--- config.mk ---
export PLATFORM = sky130hd
export DESIGN_NAME = ofs_top
export DESIGN_NICKNAME = d
export VERILOG_FILES = /design/src/logic/ofs_pkg.sv /design/src/logic/ofs_top.sv
export SDC_FILE = /design/constraint.sdc
export NUM_CORES = 1
export LEC_CHECK = 0
export ABC_AREA = 1
export ABC_CLOCK_PERIOD_IN_PS = 2200
export CAP_MARGIN = 20
export CELL_PAD_IN_SITES_DETAIL_PLACEMENT = 0
export CELL_PAD_IN_SITES_GLOBAL_PLACEMENT = 1
export CORE_MARGIN = 4
export CORE_UTILIZATION = 45
export DETAILED_ROUTE_END_ITERATION = 8
export DONT_BUFFER_PORTS = 1
export PLACE_DENSITY_LB_ADDON = 0.1
export SYNTH_ARGS = -nofsm -noshare
export SYNTH_HDL_FRONTEND = slang
export SYNTH_SLANG_ARGS = --single-unit
--- constraint.sdc ---
create_clock -name core_clk -period 2.2 [get_ports core_clk]
set_input_delay 0.44 -clock core_clk [delete_from_list [all_inputs] [get_ports core_clk]]
set_output_delay 0.44 -clock core_clk [all_outputs]
set_load 0.005 [all_outputs]
--- src/logic/ofs_pkg.sv ---
// Package of constants for the output fault status report block.
`default_nettype none
package ofs_pkg;
  // ==========================================================================
  // Sizes
  localparam int unsigned OUT_BYTES = 2;
  localparam int unsigned OUT_BITS  = 16;
  localparam int unsigned GRP_W     = 5;
  localparam int unsigned PATH_W    = 4;
  localparam int unsigned ADDR_W    = 8;
  localparam int unsigned SW_W      = 16;
  // ==========================================================================
  // Register offsets
  localparam logic [7:0] OFS_FAULT0   = 8'h00;
  localparam logic [7:0] OFS_FAULT1   = 8'h04;
  localparam logic [7:0] OFS_STATUS   = 8'h08;
  localparam logic [7:0] OFS_MASK     = 8'h0C;
  localparam logic [7:0] OFS_GROUP    = 8'h10;
  localparam logic [7:0] OFS_PATH     = 8'h14;
  localparam logic [7:0] OFS_START    = 8'h18;
  localparam logic [7:0] OFS_OUTDATA  = 8'h1C;
  localparam logic [7:0] OFS_REPORT   = 8'h20;
  localparam logic [7:0] OFS_VARIANT  = 8'h24;
  // ==========================================================================
  // Reset values and limits
  localparam logic [4:0]  GROUP_MAX   = 5'h17;
  localparam logic [15:0] ZERO16      = 16'h0000;
  localparam logic [31:0] ZERO32      = 32'h0000_0000;
  // Variant capability words, top byte first: handwheels, inputs, outputs, safety inputs.
  localparam logic [31:0] CAP_REDUCED = 32'h0115_1003;
  localparam logic [31:0] CAP_FULL    = 32'h0318_1004;
endpackage
`default_nettype wire

--- src/logic/ofs_top.sv ---
// Output fault detection and status reporting for a remote safety I/O unit.
// Operation
// RULE_01: Each output has protection; trip forces it off.
// RULE_02: Trip never raises unit alarm; location reported.
// RULE_03: Trip reported as status alarm to controller.
// RULE_04: Status bit k set when driver k faults.
// RULE_05: Alarm number 0 is start byte, 1 next.
// RULE_06: Group, path, address come from assignment registers.
// RULE_07: Group number limited to 0 through 23.
// RULE_08: Configurer maps module into two consecutive groups.
// RULE_09: Reduced variant: 4 in, 2 out, 2 safety.
// RULE_10: Full variant: 4 in, 2 out, 1 safety.
// RULE_11: Variant resources reported: inputs, outputs, safety, handwheels.
// RULE_12: Module attached only to enhanced link channels.
// RULE_13: Fault bit follows protection, clears on recovery.
//
// Implementation choices: the strobed register port and the register offsets.
`timescale 1ns/1ps
`default_nettype none
module ofs_top (
  // Clock and reset
  input  wire logic        core_clk,
  input  wire logic        rstn,
  // Register port
  input  wire logic [7:0]  reg_addr,
  input  wire logic [31:0] reg_wdata,
  input  wire logic        reg_wr,
  input  wire logic        reg_rd,
  output logic      [31:0] reg_rdata,
  // Output drivers and their protection sense
  input  wire logic [15:0] drv_overcur,
  input  wire logic [15:0] drv_overtemp,
  input  wire logic        variant_full,
  output logic      [15:0] out_drive,
  // Report to the ladder controller
  output logic             report_valid,
  output logic      [4:0]  report_group,
  output logic      [3:0]  report_path,
  output logic      [7:0]  report_addr,
  output logic      [7:0]  report_data,
  output logic             report_info,
  // Interrupt and unit alarm
  output logic             irq,
  output logic             unit_alarm
);
  // ==========================================================================
  // Protection and fault state
  logic [15:0] fault_r;
  logic [15:0] out_sw_r;
  logic [15:0] out_drive_r;
  logic [15:0] status_r;
  logic [15:0] mask_r;
  logic [4:0]  group_r;
  logic [3:0]  path_r;
  logic [7:0]  start_r;
  logic        irq_r;
  logic [31:0] rdata_r;
  logic        rpt_valid_r;
  logic [4:0]  rpt_group_r;
  logic [3:0]  rpt_path_r;
  logic [7:0]  rpt_addr_r;
  logic [7:0]  rpt_data_r;
  logic        rpt_info_r;
  logic [7:0]  rpt_seen_hi_r;
  logic        alarm_r;
  logic [15:0] fault_nxt;
  logic [15:0] rise;
  logic [15:0] status_nxt;
  logic        wr_status;
  logic [31:0] rdata_nxt;
  logic [4:0]  group_wr;
  logic        rpt_pending;
  logic        chg_lo;
  logic        chg_hi;
  logic        byte_sel;
  logic [15:0] clr_mask;
  logic [15:0] status_keep;
  // Live sense, no latching: the bit clears as soon as the driver recovers.
  assign fault_nxt = drv_overcur | drv_overtemp; // RULE_04 RULE_13
  assign rise      = fault_nxt & ~fault_r;
  assign wr_status = reg_wr && (reg_addr == ofs_pkg::OFS_STATUS);
  // Set wins over a write-one clear in the same cycle.
  assign clr_mask    = wr_status ? reg_wdata[15:0] : ofs_pkg::ZERO16;
  assign status_keep = status_r & ~clr_mask;
  assign status_nxt  = status_keep | rise;
  // Out-of-range group writes saturate at the top group.
  assign group_wr = (reg_wdata[4:0] > ofs_pkg::GROUP_MAX) ?
                    ofs_pkg::GROUP_MAX : reg_wdata[4:0]; // RULE_07
  always_ff @(posedge core_clk or negedge rstn) begin
    if (!rstn) begin
      fault_r     <= ofs_pkg::ZERO16;
      out_drive_r <= ofs_pkg::ZERO16;
      status_r    <= ofs_pkg::ZERO16;
    end else begin
      fault_r     <= fault_nxt; // RULE_13
      out_drive_r <= out_sw_r & ~fault_nxt; // RULE_01
      status_r    <= status_nxt; // RULE_03
    end
  end
  // ==========================================================================
  // Configuration registers
  always_ff @(posedge core_clk or negedge rstn) begin
    if (!rstn) begin
      out_sw_r <= ofs_pkg::ZERO16;
      mask_r   <= ofs_pkg::ZERO16;
      group_r  <= 5'h00;
      path_r   <= 4'h0;
      start_r  <= 8'h00;
    end else if (reg_wr) begin
      if (reg_addr == ofs_pkg::OFS_OUTDATA) out_sw_r <= reg_wdata[15:0];
      if (reg_addr == ofs_pkg::OFS_MASK)    mask_r   <= reg_wdata[15:0];
      if (reg_addr == ofs_pkg::OFS_GROUP)   group_r  <= group_wr; // RULE_06
      if (reg_addr == ofs_pkg::OFS_PATH)    path_r   <= reg_wdata[3:0]; // RULE_06
      if (reg_addr == ofs_pkg::OFS_START)   start_r  <= reg_wdata[7:0]; // RULE_06
    end
  end
  // ==========================================================================
  // Report to the ladder controller
  // A byte is reported whenever any of its fault bits changes. Byte 0 always
  // goes first; byte 1 is compared against what was last reported for it, so
  // a change there is never lost while byte 0 is busy. A byte 0 that changes
  // on every cycle holds byte 1 back for as long as it keeps changing.
  assign chg_lo      = |(fault_nxt[7:0] ^ fault_r[7:0]);
  assign chg_hi      = |(fault_nxt[15:8] ^ rpt_seen_hi_r);
  assign rpt_pending = chg_lo || chg_hi;
  assign byte_sel    = ~chg_lo;
  always_ff @(posedge core_clk or negedge rstn) begin
    if (!rstn) begin
      rpt_valid_r <= 1'b0;
      rpt_group_r <= 5'h00;
      rpt_path_r  <= 4'h0;
      rpt_addr_r  <= 8'h00;
      rpt_data_r  <= 8'h00;
      rpt_info_r  <= 1'b0;
      rpt_seen_hi_r <= 8'h00;
    end else begin
      rpt_valid_r <= rpt_pending; // RULE_03
      if (rpt_pending) begin
        rpt_group_r <= group_r; // RULE_06
        rpt_path_r  <= path_r;
        rpt_info_r  <= byte_sel; // RULE_05
        rpt_addr_r  <= start_r + {7'h00, byte_sel}; // RULE_05
        rpt_data_r  <= byte_sel ? fault_nxt[15:8] : fault_nxt[7:0]; // RULE_04
        if (byte_sel) rpt_seen_hi_r <= fault_nxt[15:8]; // RULE_05
      end
    end
  end
  // ==========================================================================
  // Register read port and interrupt
  // Variant capability is static; the strap is sampled through the read path.
  always_comb begin
    rdata_nxt = ofs_pkg::ZERO32;
    unique case (reg_addr)
      ofs_pkg::OFS_FAULT0:  rdata_nxt = {24'h00_0000, fault_r[7:0]}; // RULE_05
      ofs_pkg::OFS_FAULT1:  rdata_nxt = {24'h00_0000, fault_r[15:8]}; // RULE_05
      ofs_pkg::OFS_STATUS:  rdata_nxt = {16'h0000, status_r};
      ofs_pkg::OFS_MASK:    rdata_nxt = {16'h0000, mask_r};
      ofs_pkg::OFS_GROUP:   rdata_nxt = {27'h000_0000, group_r};
      ofs_pkg::OFS_PATH:    rdata_nxt = {28'h000_0000, path_r};
      ofs_pkg::OFS_START:   rdata_nxt = {24'h00_0000, start_r};
      ofs_pkg::OFS_OUTDATA: rdata_nxt = {16'h0000, out_sw_r};
      ofs_pkg::OFS_REPORT:  rdata_nxt = {16'h0000, out_drive_r};
      ofs_pkg::OFS_VARIANT: rdata_nxt = variant_full ?
                                        ofs_pkg::CAP_FULL : ofs_pkg::CAP_REDUCED; // RULE_11
      default:              rdata_nxt = ofs_pkg::ZERO32;
    endcase
  end
  always_ff @(posedge core_clk or negedge rstn) begin
    if (!rstn) begin
      rdata_r <= ofs_pkg::ZERO32;
      irq_r   <= 1'b0;
      alarm_r <= 1'b0;
    end else begin
      rdata_r <= reg_rd ? rdata_nxt : ofs_pkg::ZERO32;
      irq_r   <= |(status_nxt & mask_r);
      alarm_r <= 1'b0; // RULE_02
    end
  end
  assign reg_rdata    = rdata_r;
  assign out_drive    = out_drive_r;
  assign report_valid = rpt_valid_r;
  assign report_group = rpt_group_r;
  assign report_path  = rpt_path_r;
  assign report_addr  = rpt_addr_r;
  assign report_data  = rpt_data_r;
  assign report_info  = rpt_info_r;
  assign irq          = irq_r;
  // A trip is a local condition only; the unit alarm is never raised by it.
  assign unit_alarm   = alarm_r; // RULE_02
  // ==========================================================================
  // Checks
  property p_trip_off;
    @(posedge core_clk) disable iff (!rstn)
    fault_nxt[0] |=> !out_drive[0];
  endproperty
  a_trip_off: assert property (p_trip_off) else $error("tripped output driven"); // RULE_01
  property p_no_alarm;
    @(posedge core_clk) disable iff (!rstn)
    (|fault_r) |-> !unit_alarm;
  endproperty
  a_no_alarm: assert property (p_no_alarm) else $error("unit alarm on trip"); // RULE_02
  property p_report;
    @(posedge core_clk) disable iff (!rstn)
    $rose(fault_nxt[3]) |=> report_valid && report_data[3] && !report_info;
  endproperty
  a_report: assert property (p_report) else $error("trip not reported"); // RULE_03
  property p_bit;
    @(posedge core_clk) disable iff (!rstn)
    fault_nxt[9] |=> fault_r[9];
  endproperty
  a_bit: assert property (p_bit) else $error("fault bit not following"); // RULE_04
  property p_index;
    @(posedge core_clk) disable iff (!rstn)
    report_valid |-> report_addr == $past(start_r) + {7'h00, report_info};
  endproperty
  a_index: assert property (p_index) else $error("report address wrong"); // RULE_05
  property p_group;
    @(posedge core_clk) disable iff (!rstn)
    report_valid |-> report_group == $past(group_r);
  endproperty
  a_group: assert property (p_group) else $error("report group wrong"); // RULE_06
  property p_range;
    @(posedge core_clk) disable iff (!rstn)
    group_r <= ofs_pkg::GROUP_MAX;
  endproperty
  a_range: assert property (p_range) else $error("group out of range"); // RULE_07
  property p_clear;
    @(posedge core_clk) disable iff (!rstn)
    !fault_nxt[5] ##1 !fault_nxt[5] |-> !fault_r[5];
  endproperty
  a_clear: assert property (p_clear) else $error("fault bit stuck"); // RULE_13
  // ==========================================================================
  // Checks on drive, status, report and read paths
  property p_trip_hi;
    @(posedge core_clk) disable iff (!rstn)
    fault_nxt[15] |=> !out_drive[15];
  endproperty
  a_trip_hi: assert property (p_trip_hi) else $error("tripped high output driven"); // RULE_01
  property p_drive_follow;
    @(posedge core_clk) disable iff (!rstn)
    !fault_nxt[7] |=> out_drive[7] == $past(out_sw_r[7]);
  endproperty
  a_drive_follow: assert property (p_drive_follow) else $error("healthy output wrong"); // RULE_01
  property p_fault_copy;
    @(posedge core_clk) disable iff (!rstn)
    1'b1 |=> fault_r == $past(fault_nxt);
  endproperty
  a_fault_copy: assert property (p_fault_copy) else $error("fault bits not live"); // RULE_13
  property p_status_set;
    @(posedge core_clk) disable iff (!rstn)
    rise[2] |=> status_r[2];
  endproperty
  a_status_set: assert property (p_status_set) else $error("status not set"); // RULE_03
  property p_status_keep;
    @(posedge core_clk) disable iff (!rstn)
    1'b1 |=> (status_r & $past(status_keep)) == $past(status_keep);
  endproperty
  a_status_keep: assert property (p_status_keep) else $error("status lost"); // RULE_03
  property p_irq_level;
    @(posedge core_clk) disable iff (!rstn)
    1'b1 |=> irq == |(status_r & $past(mask_r));
  endproperty
  a_irq_level: assert property (p_irq_level) else $error("interrupt level wrong"); // RULE_03
  property p_quiet;
    @(posedge core_clk) disable iff (!rstn)
    !chg_lo && !chg_hi |=> !report_valid;
  endproperty
  a_quiet: assert property (p_quiet) else $error("report without change"); // RULE_03
  property p_report_lo;
    @(posedge core_clk) disable iff (!rstn)
    chg_lo |=> report_valid && !report_info && report_data == fault_r[7:0];
  endproperty
  a_report_lo: assert property (p_report_lo) else $error("low byte report wrong"); // RULE_04
  property p_report_hi;
    @(posedge core_clk) disable iff (!rstn)
    chg_hi && !chg_lo |=> report_valid && report_info && report_data == fault_r[15:8];
  endproperty
  a_report_hi: assert property (p_report_hi) else $error("high byte report wrong"); // RULE_05
  property p_seen_hi;
    @(posedge core_clk) disable iff (!rstn)
    chg_hi && !chg_lo |=> rpt_seen_hi_r == report_data;
  endproperty
  a_seen_hi: assert property (p_seen_hi) else $error("high byte record wrong"); // RULE_05
  property p_path;
    @(posedge core_clk) disable iff (!rstn)
    report_valid |-> report_path == $past(path_r);
  endproperty
  a_path: assert property (p_path) else $error("report path wrong"); // RULE_06
  property p_group_sat;
    @(posedge core_clk) disable iff (!rstn)
    reg_wr && reg_addr == ofs_pkg::OFS_GROUP && reg_wdata[4:0] > ofs_pkg::GROUP_MAX |=>
    group_r == ofs_pkg::GROUP_MAX;
  endproperty
  a_group_sat: assert property (p_group_sat) else $error("group not saturated"); // RULE_07
  property p_read_fault0;
    @(posedge core_clk) disable iff (!rstn)
    reg_rd && reg_addr == ofs_pkg::OFS_FAULT0 |=> reg_rdata[7:0] == $past(fault_r[7:0]);
  endproperty
  a_read_fault0: assert property (p_read_fault0) else $error("fault byte 0 read wrong"); // RULE_04
  property p_read_fault1;
    @(posedge core_clk) disable iff (!rstn)
    reg_rd && reg_addr == ofs_pkg::OFS_FAULT1 |=> reg_rdata[7:0] == $past(fault_r[15:8]);
  endproperty
  a_read_fault1: assert property (p_read_fault1) else $error("fault byte 1 read wrong"); // RULE_05
  property p_variant;
    @(posedge core_clk) disable iff (!rstn)
    reg_rd && reg_addr == ofs_pkg::OFS_VARIANT && variant_full |=> reg_rdata == ofs_pkg::CAP_FULL;
  endproperty
  a_variant: assert property (p_variant) else $error("variant word wrong"); // RULE_11
endmodule
`default_nettype wire

== After elaboration in Yosys (flattened, before gate mapping) ==
Index checks and enable logic that the tools add are counted.

* Word-level logic and storage cells: 58
* RAM bits: 0
* Flip-flop bits (word level): 165
* Input port bits: 77
* Latch bits: 0
* Output and inout bits: 77
* Memories: 0
* ROM bits: 0

* Divide/modulo/power cells: 0
* Reductions and logical operators: 12
* Shift-type cells: 0
* Bitwise logic cells: 12
* Equal/unequal tests: 9
* Multipliers: 0
* Order comparisons: 1
* Add/sub/neg operators: 1
* Multiplexer cells: 6

{| class="wikitable"
|+ Operators by type and width
! kind !! count
|-
| $pmux W26 S10 || 1
|-
| $and A16 B16 Y16 || 4
|-
| $not A16 Y16 || 3
|-
| $eq A8 B5 Y1 const B || 4
|-
| $mux W32 || 1
|-
| $or A16 B16 Y16 || 2
|-
| $mux W26 || 1
|-
| $eq A8 B4 Y1 const B || 2
|-
| $eq A8 B6 Y1 const B || 2
|-
| $mux W16 || 1
|-
| $reduce_or A16 Y1 || 1
|-
| $reduce_or A8 Y1 || 2
|-
| $xor A8 B8 Y8 || 2
|-
| $reduce_and A2 Y1 || 6
|-
| $add A8 B1 Y8 || 1
|-
| $eq A8 B3 Y1 const B || 1
|-
| $logic_not A8 Y1 || 1
|-
| $mux W8 || 1
|-
| $gt A5 B5 Y1 const B || 1
|-
| $mux W5 || 1
|-
| $logic_and A1 B1 Y1 || 1
|-
| $logic_or A1 B1 Y1 || 1
|-
| $not A1 Y1 || 1
|}

== Depth between registers and ports, before layout ==
* Depth in word-level cells: 8
* Gate-level depth with buffers: 14
* Gate-level depth less buffers: 13

== Worst setup path after synthesis ==
OpenSTA, ideal clock, no wires.

* Path kind: input port to flip-flop
* Start: in drv_overtemp[2]
* End: reg rpt_addr_r[7] (netlist: report_addr[7])
* Data arrival time: 2309 ps
* Stages: 12
* Slack: -192 ps
* Path buffers: 0
* Required time: 2117 ps
* Library setup time: 83 ps
* Cells stage by stage: or2_2 -> ha_1 -> nand2_1 -> nor2_1 -> nand2_1 -> inv_1 -> ha_1 -> nand3_1 -> nor3_1 -> nand3_1 -> xor2_1 -> o21ai_0

* Longest elaborated chain between the ends: 5
* Elaborated cells on any way between the ends: 6
* Classes of those cells: add/sub: 1; bitwise: 3; reduce/logical: 2

{| class="wikitable"
|+ Ends and longest elaborated chain
! item !! line !! RTL
|-
| start, declared || ofs_top.sv:32 || <nowiki>input wire logic [15:0] drv_overtemp,</nowiki>
|-
| $or A16 B16 Y16 || ofs_top.sv:79 || <nowiki>assign fault_nxt = drv_overcur | drv_overtemp;</nowiki>
|-
| $xor A8 B8 Y8 || ofs_top.sv:123 || <nowiki>assign chg_lo = |(fault_nxt[7:0] ^ fault_r[7:0]);</nowiki>
|-
| $reduce_or A8 Y1 || ofs_top.sv:123 ||
|-
| $not A1 Y1 (no line) || - ||
|-
| net byte_sel || ofs_top.sv:75 || <nowiki>logic byte_sel;</nowiki>
|-
| $add A8 B1 Y8 || ofs_top.sv:142 || <nowiki>rpt_addr_r <= start_r + {7'h00, byte_sel};</nowiki>
|-
| end signal, assigned || ofs_top.sv:142 ||
|-
| end, declared || ofs_top.sv:61 || <nowiki>logic [7:0] rpt_addr_r;</nowiki>
|}

The timed path passes the listed nets, and every way through them passes these cells.
A chain may end at the register's enable or synchronous reset.

== Worst setup path after layout ==
* Start: reg fault_r[5]
* End: reg rpt_addr_r[6] (netlist: report_addr[6])

* Longest elaborated chain between the ends: 4
* Elaborated cells on any way between the ends: 5
* Classes of those cells: add/sub: 1; bitwise: 2; reduce/logical: 2

{| class="wikitable"
|+ Ends and longest elaborated chain
! item !! line !! RTL
|-
| start, declared || ofs_top.sv:48 || <nowiki>logic [15:0] fault_r;</nowiki>
|-
| start signal, assigned || ofs_top.sv:91 || <nowiki>fault_r <= ofs_pkg::ZERO16;</nowiki>
|-
| start signal, assigned || ofs_top.sv:95 || <nowiki>fault_r <= fault_nxt;</nowiki>
|-
| $xor A8 B8 Y8 || ofs_top.sv:123 ||
|-
| $reduce_or A8 Y1 || ofs_top.sv:123 ||
|-
| $not A1 Y1 (no line) || - ||
|-
| net byte_sel || ofs_top.sv:75 ||
|-
| $add A8 B1 Y8 || ofs_top.sv:142 ||
|}

The timed path passes the listed nets, and every way through them passes these cells.

==> flow_summary.json <==
{
  "hold_slack_ns": -0.291,
  "gr-total-overflow": 0,
  "setup_viol": 0,
  "cp_slowest_cell": "dfrtp_1",
  "arrival_ns": 2.29,
  "cts.htree.levels": 4,
  "clock_latency_ns": 0.42,
  "place.gp.congestion": 0.881,
  "max_freq_ghz": 0.504,
  "post-cts-setup-buffers": 0,
  "initial_core_util_pct": 46.4,
  "synth_most_common_cell": "nand2_1",
  "synth.distinct_cells": 33,
  "cts.sinks": 152,
  "syn_area_um2": 6820,
  "pwr-share-clk_pct": 45.0,
  "drtPass1Iterations": 4,
  "slowest_delay_ns": 0.37,
  "diodes": 0,
  "cts_tree": "done",
  "core_um2": 14700,
  "cts_buffers": 17,
  "async_reset_ff_share_pct": 100,
  "final.fill_count": 1370,
  "status": "finished with violations",
  "crit_path_max_fanout": 2,
  "netlist_instances": 800,
  "r2r_cells": 12,
  "ios": 154,
  "tightest_slew_ns": 0.569,
  "hold_violations": 152,
  "p_per_area_nw_per_um2": 831,
  "layout.nets": 911,
  "postRouteAntennaNets": 0,
  "dp_slack_ns": -0.0739,
  "slew_viol_final": 0,
  "critical-path-top-delay-family": "simple AND/OR/NAND/NOR gates",
  "cp-end-kind": "register",
  "drc_errors": 0,
  "synth_edf_count": 0,
  "yosysTopAreaCellShare_pct": 55.7,
  "r2r_end": "report_addr[6]$_DFFE_PN0P_",
  "worstPathRequired_ns": 2.51,
  "io_buffers": 0,
  "area_growth_pct": 15.6,
  "drv_cap": 0,
  "cp_num_buf_inv": 2,
  "synth.ff_latch_count": 152,
  "yosysTopAreaCell": "dfrtp_1",
  "timing.reg2reg.setup_slack_ns": 0.22,
  "avgRoutedWirePerCell_um": 18.1,
  "first_iter_violations": 319,
  "timing.rr.start": "fault_r[5]$_DFF_PN0_",
  "path_cells": "inv_1 -> ha_4 -> nand2_1 -> nor2_1 -> nand2_2 -> inv_2 -> ha_4 -> ha_4 -> nand3_2 -> nor3_2 -> xor2_1 -> o21ai_1",
  "grt_usage_pct": 22.0,
  "finalWorstSetupSlack_ns": 0.217,
  "final.period_utilization_pct": 90.1,
  "relSlewSlack_pct": 62.1,
  "dieArea_um2": 17200,
  "wirelength_um": 18500,
  "die_w_um": 131,
  "swShare_pct": 23.7,
  "peakVddDrop_v": 0.000499,
  "vias": 5283,
  "seqPwrFrac_pct": 47.7,
  "synth_area_leaders": "dfrtp_1 (56%), nand2_1 (13%), o21ai_0 (6.5%)",
  "crit_path_start_kind": "register",
  "intPower_w": 0.00501,
  "grt_max_degree": 153,
  "power.leakage_nw": 3.74,
  "grt_pass1_wl_um": 29400,
  "grt_pass1_vias": 5333,
  "comb_power_share_pct": 7.3,
  "crit_top_cell": "ha_4",
  "cts_resized": 0,
  "switchingPower_w": 0.00155,
  "utilization_pct": 53.7,
  "violations": "hold timing",
  "synth-main-ff-cell": "dfrtp_1",
  "die_h_um": 131,
  "avgSynthCellArea_um2": 8.53,
  "rows": 44,
  "final_layout_size_suffix_gt1_share_pct": 11.5,
  "hold_class": "in2async",
  "finalCriticalPeriod_ns": 1.98,
  "cts_buffer_depth": 2,
  "ys_seq_area_share_pct": 55.7,
  "rsz0062_at_grt": "no",
  "fin_worst_skew_ns": 0.00738,
  "dp_hpwl_um": 13700,
  "yosys-top-cells-count": "nand2_1 (235), dfrtp_1 (152), inv_1 (108)",
  "antenna_found_initial": 0,
  "path_class": "reg2reg",
  "synth_warnings": 0,
  "clk_pin_slew_worst_paths_ns": 0.06,
  "stdcell_area_um2": 7890,
  "drt-vias-per-instance": 5.17,
  "place_area_um2": 7290,
  "clockRootBuffer": "clkbuf_16"
}
power by group through the flow:
stage          sequential (W)  clock, W  combinational [W]
2_1_floorplan         0.00314         0           0.000371
3_3_place_gp          0.00317         0           0.000469
3_5_place_dp          0.00318         0           0.000485
4_1_cts               0.00313   0.00302           0.000487
5_1_grt               0.00315   0.00314           0.000552
6_report              0.00313   0.00295           0.000479
worst reg2reg max path: stages, from the launching register on:
cell and delay (ns):
dfrtp_1 0.37, inv_1 0.08, ha_4 0.26, nand2_1 0.05, nor2_1 0.13, nand2_2 0.08
inv_2 0.09, ha_4 0.15, ha_4 0.13, nand3_2 0.09, nor3_2 0.21, xor2_1 0.18
o21ai_1 0.07
flip-flops by register name, indices dropped and copies added, names as in the netlist, 5 cells and up:
signal,cells
reg_rdata,19
fault_r,16
mask_r,16
out_drive,16
out_sw_r,16
status_r,16
report_addr,8
report_data,8
rpt_seen_hi_r,8
start_r,8
group_r,5
report_group,5
cells in the final DEF, fill, tap and decap left out, types with 2 or more instances in the layout:
cell type   Yosys  layout
nor3_1          7       5
clkbuf_1        7       3
o22ai_1         5       5
clkinvlp_4      0       4
a31oi_1         3       3
nand4_1         2       2
or2_4           0       8
o21ai_1         7       8
buf_12          0       3
clkbuf_16       0      17
nor2_1         54      54
inv_2           2       3
xor2_1         11      11
nor2_2          4       4
o221ai_1        2       2
nand2_1       235     234
xnor2_1         3       3
ha_4            0      10
bufinv_16       0       3
inv_1         108     107
a21oi_1        12      12
clkinv_2        0       2
nor3_2          2       4
or2_2          11       3
conb_1          1      11
nor2_4          2       2
a22o_1          2       2
a41oi_1         5       5
a211oi_1        2       2
o21ai_0        88      87
dfrtp_1       152     152
buf_4          17      28
nand3_1        31      30
stage by stage:
stage               TNS [ns]  cells  total power, W  hold slack (ns)
floorplan           -0.00219    810         0.00351            0.144
global placement     -0.0157    989         0.00364            0.149
detailed placement    -0.134    989         0.00366            0.149
CTS                        0   1021         0.00663           -0.307
global route               0   1021         0.00684           -0.307
finish                     0   1021         0.00656           -0.291
kinds of logic after synthesis:
group,share of synthesized area [%]
AO/OA/AOI/OAI,10.2
XOR/XNOR,1.80
adder cells (fa/ha/maj),1.83
buffers and inverters,9.50
flip-flops,55.7
other,0.0550
AND/OR/NAND/NOR,20.9
worst max-delay path by stage:
stage / slack, ns / cells past startpoint / startpoint / to
floorplan: -0.002 / 12 / drv_overcur[5] / report_addr[6]$_DFFE_PN0P_
global placement: -0.01 / 12 / drv_overtemp[7] / report_addr[6]$_DFFE_PN0P_
detailed placement: -0.07 / 12 / drv_overtemp[7] / report_addr[6]$_DFFE_PN0P_
CTS: 0.19 / 12 / fault_r[5]$_DFF_PN0_ / report_addr[6]$_DFFE_PN0P_
global route: 0.03 / 12 / fault_r[6]$_DFF_PN0_ / report_addr[7]$_DFFE_PN0P_
finish: 0.22 / 12 / fault_r[5]$_DFF_PN0_ / report_addr[6]$_DFFE_PN0P_
per-layer routing:
metal / vias up / routed length, um / GRT usage (%)
li1: 2543 / - / -
met1: 2518 / 7610 / 28.1
met2: 193 / 8930 / 35.7
met3: 29 / 1510 / 6.12
met4: 0 / 452 / 8.46
met5: - / 0 / 0
layout make-up:
| type | count | area [um^2] | area share, % |
|---|---|---|---|
| sequential | 152 | 3800 | 48.2 |
| clock inverter | 11 | 148 | 1.87 |
| inverter | 111 | 417 | 5.28 |
| timing repair buffer | 31 | 270 | 3.42 |
| tap | 184 | 230 | 2.92 |
| multi-input combinational | 511 | 2570 | 32.6 |
| clock buffer | 21 | 450 | 5.71 |
(Power assumes the default switching activity.)
